<file path="src/logic/pccard_defs.svh">
`ifndef PCCARD_DEFS_SVH
`define PCCARD_DEFS_SVH
// Space codes carried on the link
`define SPC_COMMON      2'h0
`define SPC_ATTRIB      2'h1
`define SPC_IO          2'h2
// Null value for undecodable common-memory reads
`define NULL_DATA       8'hFF
// Attribute memory layout (byte addresses, valid data at even bytes)
`define ATTR_CFG_BASE   8'hF8
`define ATTR_COR_ADDR   8'hF8
// Indirect window: common-memory offsets (even bytes)
`define IND_ADDR_LO     4'h0
`define IND_ADDR_HI     4'h2
`define IND_DATA        4'h4
`define IND_CTRL        4'h6
// IO map
`define IO_EXT_BIT      3
`define PAGE_BIT        0
`define CFG_LOC_BIT     7
// Local configuration register offsets (normal/local-bus numbering)
`define CFG_ROM_CTRL    4'h8
`define CFG_MIO_CFG     4'h9
`define CFG_DIVIDER     4'hA
`define CFG_MODE_STAT   4'hB
`define CFG_INT_STAT    4'hC
`define CFG_SOFT_RST    4'hD
`define CFG_GEN_CTRL    4'hE
`define CFG_PAGE_OUT    4'hF
// Reset values
`define CFG_RESET_VAL   8'h00
`define COR_RESET_VAL   8'h00
// Host APB register offsets
`define HREG_CMD        12'h000
`define HREG_ADDR       12'h004
`define HREG_WDATA      12'h008
`define HREG_RDATA      12'h00C
`define HREG_STATUS     12'h010
`endif

</file>
<file path="src/logic/pccard_pkg.sv">
package pccard_pkg;
    // Host cycle spaces
    typedef enum logic [1:0] {
        space_common = 2'b00,
        space_attrib = 2'b01,
        space_io     = 2'b10,
        space_none   = 2'b11
    } space_t;
    // Operating modes fixed by straps
    typedef enum logic [1:0] {
        mode_normal  = 2'b00,
        mode_generic = 2'b01,
        mode_local   = 2'b10
    } op_mode_t;
    // Decoded target of an IO cycle
    typedef enum logic [2:0] {
        tgt_uart  = 3'b000,
        tgt_ext   = 3'b001,
        tgt_cfg   = 3'b010,
        tgt_none  = 3'b011
    } io_target_t;
endpackage : pccard_pkg

</file>
<file path="src/logic/pccard_if.sv">
`timescale 1ns/1ps
interface pccard_if;
    logic       cyc_req;     // Host holds a cycle request
    logic [1:0] cyc_space;   // Space code
    logic       cyc_write;   // 1 for write
    logic [7:0] cyc_addr;    // Byte address
    logic [7:0] cyc_wdata;   // Write data
    logic       cyc_ack;     // Device completion pulse
    logic [7:0] cyc_rdata;   // Read data valid with ack
    modport device (input cyc_req, cyc_space, cyc_write, cyc_addr, cyc_wdata, output cyc_ack, cyc_rdata);
    modport host   (output cyc_req, cyc_space, cyc_write, cyc_addr, cyc_wdata, input cyc_ack, cyc_rdata);
endinterface : pccard_if

</file>
<file path="src/logic/pc_card_target_decoder.sv">
`timescale 1ns/1ps
`include "pccard_defs.svh"
// Overview of operation
// - Local-bus common memory is only indirect window
// - Invalid common-memory reads return 0xFF
// - Normal mode common-memory reads return 0xFF
// - Attribute memory always served, even bytes
// - Local-bus attribute memory advertises indirect access
// - Indirect cycles reach CIS and config registers
// - IO cycles carry 8-bit data only
// - IO writes complete at once, UART/external reads one cycle later
// - IO functions enabled only after COR set
// - IO offsets 0-7 map to UART registers
// - Local-bus mode forwards 8-F to external bus
// - Paging bit clear selects external bus
// - A3 selects internal versus external target
// - Normal mode config registers always at 8-F
// - Local-bus config registers need paging bit
// - Generic paging overlays config on 0-7
// - Eight config registers in fixed order
// - Driver pages in via 0xFE then 0x01
// - Offset 7 bit 7 reports config location
// - Outside generic mode, driver pages out via 0xFE then 0x00
// - Serial ROM loads use offsets 8-F
// - Mode strap low normal, high local bus
// - Generic mode decodes three IO address bits
module pc_card_target_decoder
    import pccard_pkg::*;
(
    input  wire logic       pclk,          // System clock
    input  wire logic       presetn,       // Async reset, active low
    input  wire logic       clk_en,        // Freezes all state when low
    pccard_if.device        card,          // Host-facing cycle port
    input  wire logic       mode_strap,    // Mode pin, low normal
    input  wire logic       generic_strap, // Generic decode select
    input  wire logic       rom_load,      // Serial ROM load strobe
    input  wire logic [3:0] rom_addr,      // Serial ROM load offset
    input  wire logic [7:0] rom_data,      // Serial ROM load data
    output logic            uart_sel,      // UART access pulse
    output logic            uart_wr,       // UART write
    output logic [2:0]      uart_addr,     // UART register index
    output logic [7:0]      uart_wdata,    // UART write data
    input  wire logic [7:0] uart_rdata,    // UART read data
    output logic            ext_sel,       // External bus access pulse
    output logic            ext_wr,        // External bus write
    output logic [2:0]      ext_addr,      // External bus address
    output logic [7:0]      ext_wdata,     // External bus write data
    input  wire logic [7:0] ext_rdata,     // External bus read data
    output logic            io_enabled,    // Configuration options set
    output logic            page_bit       // Paging bit mirror
);
    import pccard_pkg::*;

    // Strap synchronisers and captured mode
    logic [1:0] mode_sync, gen_sync;       // Two-stage synchronisers
    logic [1:0] next_mode_sync, next_gen_sync;
    op_mode_t   mode, next_mode;           // Mode caught after release
    logic       mode_valid, next_mode_valid;
    logic [1:0] settle, next_settle;       // Marks synchroniser fill
    // Device state
    logic [7:0] cfg_regs [0:7];            // Local configuration registers
    logic [7:0] next_cfg [0:7];
    logic [7:0] cor, next_cor;             // Configuration options register
    logic [7:0] scratch_index_reg, next_scratch;   // Index pointer shadow
    logic [7:0] mode_select_reg, next_msel;        // Paging shadow
    logic [15:0] ind_addr, next_ind_addr;  // Indirect attribute pointer
    logic       ack, next_ack;
    logic [7:0] rdata, next_rdata;
    logic       usel, next_usel, esel, next_esel, xwr, next_xwr;
    logic [2:0] xaddr, next_xaddr;
    logic [7:0] xwdata, next_xwdata;
    logic       pend, next_pend;           // Outstanding UART/external read
    io_target_t pend_tgt, next_pend_tgt;

    // CIS bytes plus config register space in attribute memory
    function automatic logic [7:0] attr_read(input logic [7:0] a, input op_mode_t m, input logic [7:0] c);
        logic [7:0] v;
        v = 8'h00;
        if (a[0])
            v = `NULL_DATA;
        else if (a == `ATTR_COR_ADDR)
            v = c;
        else if (a >= `ATTR_CFG_BASE)
            v = 8'h00;
        else if (a == 8'h00)
            v = (m == mode_local) ? 8'h01 : 8'h00;
        else if (a == 8'h02)
            v = (m == mode_generic) ? 8'h08 : 8'h10;
        else
            v = `NULL_DATA;
        return v;
    endfunction : attr_read

    // IO target decode
    function automatic io_target_t io_decode(input logic [7:0] a, input op_mode_t m, input logic pg,
                                             input logic en);
        io_target_t t;
        t = tgt_none;
        if (!en)
            t = tgt_none;
        else if (m == mode_generic)
            t = pg ? tgt_cfg : tgt_uart;
        else if (!a[`IO_EXT_BIT])
            t = tgt_uart;
        else if (m == mode_normal)
            t = tgt_cfg;
        else
            t = pg ? tgt_cfg : tgt_ext;
        return t;
    endfunction : io_decode

    // Strap capture: combinational next state
    always_comb
    begin
        next_mode_sync  = {mode_sync[0], mode_strap};
        next_gen_sync   = {gen_sync[0], generic_strap};
        next_settle     = {settle[0], 1'b1};
        next_mode_valid = mode_valid | settle[1];
        next_mode       = mode;
        if (!mode_valid && settle[1])
        begin
            // Strap decides once, after synchronisers settle
            if (mode_sync[1])
                next_mode = mode_local;
            else if (gen_sync[1])
                next_mode = mode_generic;
            else
                next_mode = mode_normal;
        end
    end

    // Strap capture registers
    always_ff @(posedge pclk or negedge presetn)
    begin
        if (!presetn)
        begin
            mode_sync  <= 2'b00;
            gen_sync   <= 2'b00;
            mode       <= mode_normal;
            mode_valid <= 1'b0;
            settle     <= 2'b00;
        end
        else if (clk_en)
        begin
            mode_sync  <= next_mode_sync;
            gen_sync   <= next_gen_sync;
            mode       <= next_mode;
            mode_valid <= next_mode_valid;
            settle     <= next_settle;
        end
    end

    // Cycle handling: combinational next state
    always_comb
    begin
        io_target_t t;
        logic [7:0] a;
        t = tgt_none;
        a = card.cyc_addr;
        for (int i = 0; i < 8; i++)
            next_cfg[i] = cfg_regs[i];
        next_cor      = cor;
        next_scratch  = scratch_index_reg;
        next_msel     = mode_select_reg;
        next_ind_addr = ind_addr;
        next_ack      = 1'b0;
        next_rdata    = rdata;
        next_usel     = 1'b0;
        next_esel     = 1'b0;
        next_xwr      = xwr;
        next_xaddr    = xaddr;
        next_xwdata   = xwdata;
        next_pend     = 1'b0;
        next_pend_tgt = pend_tgt;
        // Serial ROM load always uses 8-F numbering
        if (rom_load && rom_addr[3])
            next_cfg[rom_addr[2:0]] = rom_data;
        if (pend)
        begin
            // Read data from UART or external bus arrives one cycle later
            next_ack   = 1'b1;
            next_rdata = (pend_tgt == tgt_ext) ? ext_rdata : uart_rdata;
        end
        else if (card.cyc_req && !ack && mode_valid)
        begin
            next_ack = 1'b1;
            case (space_t'(card.cyc_space))
                space_attrib:
                begin
                    if (card.cyc_write && a == `ATTR_COR_ADDR)
                        next_cor = card.cyc_wdata;
                    next_rdata = attr_read(a, mode, cor);
                end
                space_common:
                begin
                    next_rdata = `NULL_DATA;
                    if (mode == mode_local && !a[0] && a[7:4] == 4'h0)
                    begin
                        // Indirect window onto attribute memory
                        case (a[3:0])
                            `IND_ADDR_LO:
                            begin
                                if (card.cyc_write) next_ind_addr[7:0] = card.cyc_wdata;
                                next_rdata = ind_addr[7:0];
                            end
                            `IND_ADDR_HI:
                            begin
                                if (card.cyc_write) next_ind_addr[15:8] = card.cyc_wdata;
                                next_rdata = ind_addr[15:8];
                            end
                            `IND_DATA:
                            begin
                                if (card.cyc_write && ind_addr[7:0] == `ATTR_COR_ADDR)
                                    next_cor = card.cyc_wdata;
                                next_rdata = attr_read(ind_addr[7:0], mode, cor);
                            end
                            default: next_rdata = `NULL_DATA;
                        endcase
                    end
                end
                space_io:
                begin
                    t = io_decode(a, mode, mode_select_reg[`PAGE_BIT], io_enabled);
                    next_xwr    = card.cyc_write;
                    next_xaddr  = a[2:0];
                    next_xwdata = card.cyc_wdata;
                    next_rdata  = `NULL_DATA;
                    case (t)
                        tgt_uart, tgt_ext:
                        begin
                            next_usel = (t == tgt_uart);
                            next_esel = (t == tgt_ext);
                            if (t == tgt_uart && card.cyc_write)
                            begin
                                // Shadow index and paging writes
                                if (a[2:0] == 3'h7)
                                    next_scratch = card.cyc_wdata;
                                if (a[2:0] == 3'h5 && scratch_index_reg == 8'hFE)
                                    next_msel = card.cyc_wdata;
                            end
                            if (!card.cyc_write)
                            begin
                                next_ack      = 1'b0;
                                next_pend     = 1'b1;
                                next_pend_tgt = t;
                            end
                        end
                        tgt_cfg:
                        begin
                            if (card.cyc_write)
                                next_cfg[a[2:0]] = card.cyc_wdata;
                            next_rdata = cfg_regs[a[2:0]];
                            // Offset 7 bit 7 tells the driver where the bank sits
                            if (a[2:0] == 3'h7)
                                next_rdata[`CFG_LOC_BIT] = (mode != mode_generic);
                        end
                        default: next_rdata = `NULL_DATA;
                    endcase
                end
                default: next_rdata = `NULL_DATA;
            endcase
        end
    end

    // Cycle handling registers
    always_ff @(posedge pclk or negedge presetn)
    begin
        if (!presetn)
        begin
            for (int i = 0; i < 8; i++)
                cfg_regs[i] <= `CFG_RESET_VAL;
            cor               <= `COR_RESET_VAL;
            scratch_index_reg <= 8'h00;
            mode_select_reg   <= 8'h00;
            ind_addr          <= 16'h0000;
            ack               <= 1'b0;
            rdata             <= 8'h00;
            usel              <= 1'b0;
            esel              <= 1'b0;
            xwr               <= 1'b0;
            xaddr             <= 3'h0;
            xwdata            <= 8'h00;
            pend              <= 1'b0;
            pend_tgt          <= tgt_none;
            io_enabled        <= 1'b0;
        end
        else if (clk_en)
        begin
            for (int i = 0; i < 8; i++)
                cfg_regs[i] <= next_cfg[i];
            cor               <= next_cor;
            scratch_index_reg <= next_scratch;
            mode_select_reg   <= next_msel;
            ind_addr          <= next_ind_addr;
            ack               <= next_ack;
            rdata             <= next_rdata;
            usel              <= next_usel;
            esel              <= next_esel;
            xwr               <= next_xwr;
            xaddr             <= next_xaddr;
            xwdata            <= next_xwdata;
            pend              <= next_pend;
            pend_tgt          <= next_pend_tgt;
            io_enabled        <= (next_cor[5:0] != 6'h00);
        end
    end

    assign card.cyc_ack   = ack;
    assign card.cyc_rdata = rdata;
    assign uart_sel   = usel;
    assign uart_wr    = xwr;
    assign uart_addr  = xaddr;
    assign uart_wdata = xwdata;
    assign ext_sel    = esel;
    assign ext_wr     = xwr;
    assign ext_addr   = xaddr;
    assign ext_wdata  = xwdata;
    assign page_bit   = mode_select_reg[`PAGE_BIT];
endmodule : pc_card_target_decoder

</file>
<file path="src/flat_wrapper.sv">
// flat-port wrapper written by rule: the top's interface ports become plain ports
module pc_card_target_decoder_flat import pccard_pkg::*;
  (pclk, presetn, clk_en, mode_strap, generic_strap, rom_load, rom_addr, rom_data, uart_sel, uart_wr, uart_addr, uart_wdata, uart_rdata, ext_sel, ext_wr, ext_addr, ext_wdata, ext_rdata, io_enabled, page_bit, card_cyc_req, card_cyc_space, card_cyc_write, card_cyc_addr, card_cyc_wdata, card_cyc_ack, card_cyc_rdata);
  pccard_if card_i ();
  input  wire logic pclk;
  input  wire logic presetn;
  input  wire logic clk_en;
  input  wire logic mode_strap;
  input  wire logic generic_strap;
  input  wire logic rom_load;
  input  wire logic [3:0] rom_addr;
  input  wire logic [7:0] rom_data;
  output logic uart_sel;
  output logic uart_wr;
  output logic [2:0] uart_addr;
  output logic [7:0] uart_wdata;
  input  wire logic [7:0] uart_rdata;
  output logic ext_sel;
  output logic ext_wr;
  output logic [2:0] ext_addr;
  output logic [7:0] ext_wdata;
  input  wire logic [7:0] ext_rdata;
  output logic io_enabled;
  output logic page_bit;
  input wire logic [$bits(card_i.cyc_req)-1:0] card_cyc_req;
  input wire logic [$bits(card_i.cyc_space)-1:0] card_cyc_space;
  input wire logic [$bits(card_i.cyc_write)-1:0] card_cyc_write;
  input wire logic [$bits(card_i.cyc_addr)-1:0] card_cyc_addr;
  input wire logic [$bits(card_i.cyc_wdata)-1:0] card_cyc_wdata;
  output wire logic [$bits(card_i.cyc_ack)-1:0] card_cyc_ack;
  output wire logic [$bits(card_i.cyc_rdata)-1:0] card_cyc_rdata;
  assign card_i.cyc_req = card_cyc_req;
  assign card_i.cyc_space = card_cyc_space;
  assign card_i.cyc_write = card_cyc_write;
  assign card_i.cyc_addr = card_cyc_addr;
  assign card_i.cyc_wdata = card_cyc_wdata;
  assign card_cyc_ack = card_i.cyc_ack;
  assign card_cyc_rdata = card_i.cyc_rdata;
  pc_card_target_decoder u_core (.pclk(pclk), .presetn(presetn), .clk_en(clk_en), .card(card_i), .mode_strap(mode_strap), .generic_strap(generic_strap), .rom_load(rom_load), .rom_addr(rom_addr), .rom_data(rom_data), .uart_sel(uart_sel), .uart_wr(uart_wr), .uart_addr(uart_addr), .uart_wdata(uart_wdata), .uart_rdata(uart_rdata), .ext_sel(ext_sel), .ext_wr(ext_wr), .ext_addr(ext_addr), .ext_wdata(ext_wdata), .ext_rdata(ext_rdata), .io_enabled(io_enabled), .page_bit(page_bit));
endmodule
</file>
<file path="config.mk">
export PLATFORM = sky130hd
export DESIGN_NAME = pc_card_target_decoder_flat
export DESIGN_NICKNAME = d
export VERILOG_FILES = /design/src/logic/pccard_pkg.sv /design/src/logic/pccard_if.sv /design/src/logic/pc_card_target_decoder.sv /design/src/flat_wrapper.sv
export VERILOG_INCLUDE_DIRS = /design/src /design/src/logic
export SDC_FILE = /design/constraint.sdc
export NUM_CORES = 1
export LEC_CHECK = 0
export ABC_AREA = 1
export BUFFER_PORTS_ARGS = -buffer_cell sky130_fd_sc_hd__buf_2
export CORE_UTILIZATION = 60
export DETAILED_ROUTE_END_ITERATION = 7
export GPL_TIMING_DRIVEN = 0
export PLACE_DENSITY = 0.91
export SLEW_MARGIN = 20
export SYNTH_ARGS = -nofsm -noshare
export SYNTH_HDL_FRONTEND = slang
export SYNTH_SLANG_ARGS = --single-unit
</file>
<file path="constraint.sdc">
create_clock -name pclk -period 2.25 [get_ports pclk]
set_input_delay 0.675 -clock pclk [delete_from_list [all_inputs] [get_ports pclk]]
set_output_delay 0.675 -clock pclk [all_outputs]
set_load 0.05 [all_outputs]
</file>
==> out/qor.yml <==
detailed_routing:
  drc: 0
  vias: 9191
  ant_nets: 0
  drt_iter0_drc: 1381
  via_per_inst: 6.04
  drtPass1Iterations: 7
  wirelength_um: 27800
  avgRoutedWirePerCell_um: 18.3
timing:
  fin_ws_ns: 0.0693
  relSlewSlack_pct: 50.6
  drv_slew: 0
  setup_viol: 0
  post-route-period-util_pct: 96.9
  fmax_mhz: 459
  worst_pin_slew_ns: 0.741
  tns_ns: 0
  holdWs_ns: 0.102
  hold_viol: 0
  rsz0062_at_grt: "yes"
  period_minus_slack_ns: 2.18
  finClkSkew_ns: 0.00981
final_layout:
  fillCellCount: 1103
  drive_above_1_share_pct: 13.4
  nets: 1386
  final_util_pct: 72.9
  stdcell_area_um2: 9730
  largest_register: "u_core.cfg_regs"
  final_cells: 1521
  seq_area_um2: 3310
  n_antenna_cell: 0
  multiInputGateArea_um2: 4250
  syn2layout_area_growth_pct: 17.4
  largest_reg_flops: 63
  reg_top3: "u_core.cfg_regs x63, u_core.ind_addr x16"
global_routing:
  grt_use_total_pct: 40.6
  grt_pass1_wl_um: 44200
  first_global_vias: 8464
  overflow: 0
  grt_max_degree: 95
  grt_antenna_before_repair: 0
clock_network:
  cts_sinks: 132
  cts_root_buf: "clkbuf_16"
  numCtsBuffers: 17
  clk_latency_ns: 0.44
  ctsLongestPathBuffers: 2
  cts_max_level: 4
  clk_pin_slew_ns: 0.06
  cts_tree: "yes"
critical_path:
  crit_family: "simple AND/OR/NAND/NOR gates"
  cp-end-kind: "flip-flop"
  cp.arrival_ns: 2.53
  crit_chain: "nor2_2 -> o21ai_4 -> nor3_4 -> nand4_4 -> nor2_2 -> nor2_1 -> o21ai_0"
  slowest_delay_ns: 0.47
  critPathKind: "flip-flop to flip-flop"
  cp.required_ns: 2.60
  start_kind: "flip-flop"
  worstPathBufferInverterCount: 0
  worst-path-max-fanout: 8
  critPathSlowestCell: "dfrtp_2"
  crit_top_cell: "nor2_2"
power:
  internal-power_mw: 5.36
  vdd_drop_max_mv: 0.522
  swShare_pct: 36.4
  p_total_mw: 8.43
  p_per_area_nw_per_um2: 867
  pwr-share-comb_pct: 28.9
  p_clk_share_pct: 35.7
  p_leak_nw: 4.77
  p_seq_share_pct: 35.4
  p_sw_mw: 3.07
floorplanning:
  initial_utilization_pct: 62.1
  dieHeight_um: 120
  core_area_um2: 13300
  ioPinCount: 91
  die_area_um2: 14300
  die_w_um: 120
  row_count: 42
synthesis:
  synth-main-ff-cell: "dfrtp_1"
  syn-num-nets: 1282
  yosysSeqAreaShare_pct: 39.9
  syn_area_per_cell_um2: 6.75
  synth_area_um2: 8290
  async_reset_ff_share_pct: 100
  synthCells: 1228
  yosysWarnings: 0
  yosys.cell_types.count: 40
  synth-edff-count: 0
  ys_ff_latch: 132
placed_design:
  dp_hpwl_um: 19600
  place_ws_ns: -0.607
  place_inst: 1483
  dpl-instance-area_um2: 8940
  io_buffers: 78
  place.gp.congestion: 1.03
job:
  cap_violations: 0
hold_path:
  min-delay-path-class: "input pin to asynchronous set/reset pin"
outcome:
  status: "finished clean"
==> layout by cell type (no fill, tap or decap), drive strengths merged <==
master / count
a31oi: 2
a32o: 1
o21bai: 1
and3: 1
clkbuf: 68
dfrtp: 130
nand4: 11
nand3b: 4
bufinv: 4
o21ai: 237
nor3: 11
nor4: 1
nor2: 131
nor3b: 2
clkinvlp: 6
and2: 1
nand3: 47
nand2: 385
dfstp: 2
or2: 1
o22ai: 8
a211oi: 2
buf: 108
inv: 115
a21oi: 21
clkinv: 6
o211ai: 39
==> per-layer routing <==
| layer | vias to the layer above | global-route usage [%] | part of all wire (%) |
|---|---|---|---|
| li1 | 4200 | - | - |
| met1 | 4168 | 52.3 | 37 |
| met2 | 674 | 63.3 | 45 |
| met3 | 149 | 8.70 | 11 |
| met4 | 0 | 23.8 | 6.0 |
| met5 | - | 0 | 0 |
==> power by group through the flow <==
stage	Combinational [mW]	Clock (mW)	Sequential (mW)
2_1_floorplan	1.33	0	3.32
3_3_place_gp	2.25	0	3.00
3_5_place_dp	2.32	0	3.01
4_1_cts	2.34	2.98	2.98
5_1_grt	2.65	3.10	3.02
6_report	2.44	3.01	2.99
==> path summary, 6_finish.rpt <==
| path | from | endpoint | slack (ns) | depth (start not counted) |
|---|---|---|---|---|
| worst max-delay path | u_core.mode[1]$_DFFE_PN0P_ | u_core.cfg_regs[53]$_DFFE_PN0P_ | 0.07 | 7 |
| worst min-delay path | presetn | u_core.ext_wdata[4]$_DFFE_PN0P_ | 0.10 | 1 |
| worst max register to register | u_core.mode[1]$_DFFE_PN0P_ | u_core.cfg_regs[53]$_DFFE_PN0P_ | 0.07 | 7 |
| worst min register to register | u_core.pend_tgt[1]$_DFFE_PN1P_ | u_core.pend_tgt[1]$_DFFE_PN1P_ | 0.47 | 2 |
| max in group asynchronous | presetn | u_core.cfg_regs[50]$_DFFE_PN0P_ | 1.35 | 2 |
| min in group pclk | mode_strap | u_core.mode_sync[0]$_DFFE_PN0P_ | 0.44 | 3 |
==> cells by family after synthesis <==
logic type	after synthesis	share of synthesized area (%)
simple gates	595	29.9
flops	132	39.9
buf+inv	190	9.80
compound gates	311	20.4
==> cell usage after synthesis (2+ instances only) <==
library cell,n,area (µm²)
dfrtp_1,130,3250
nor3b_1,2,15.0
nor2_4,3,33.8
nand4_1,10,62.6
inv_1,114,428
nand3_2,3,30.0
o21ai_1,4,20.0
nor2_1,124,465
a31oi_1,2,12.5
nor3_1,10,50.1
a21oi_1,20,100
clkbuf_1,47,176
nand3_1,43,215
clkbuf_2,2,10.0
nand2_1,384,1440
clkinv_1,3,11.3
nand3b_1,2,15.0
o22ai_1,8,50.1
o211ai_1,39,293
o21ai_0,232,1160
nand3b_2,2,22.5
buf_6,6,67.6
a211oi_1,2,15.0
nor2_2,4,25.0
dfstp_2,2,52.6
buf_4,12,90.1
buf_2,5,25.0
==> layout make-up <==
class | instances | share of cell area, %
well taps | 176 | 2.26
plain buffers | 72 | 3.85
inverters | 118 | 4.63
clock inverters | 12 | 1.84
repair inverters | 1 | 0.0514
flip-flops and latches | 132 | 34.0
repair buffers | 84 | 4.95
clock buffers | 20 | 4.69
multi-input cells | 906 | 43.7
==> repair_timing <==
item / CTS / global route
pin swaps: 1 / 6
endpoints found under the setup margin: 10 / 95
setup buffers: 1 / 4
gates resized for setup: 4 / 30
hold buffers: 0 / 0
gates cloned: 0 / 1
(Power assumes the default switching activity.)
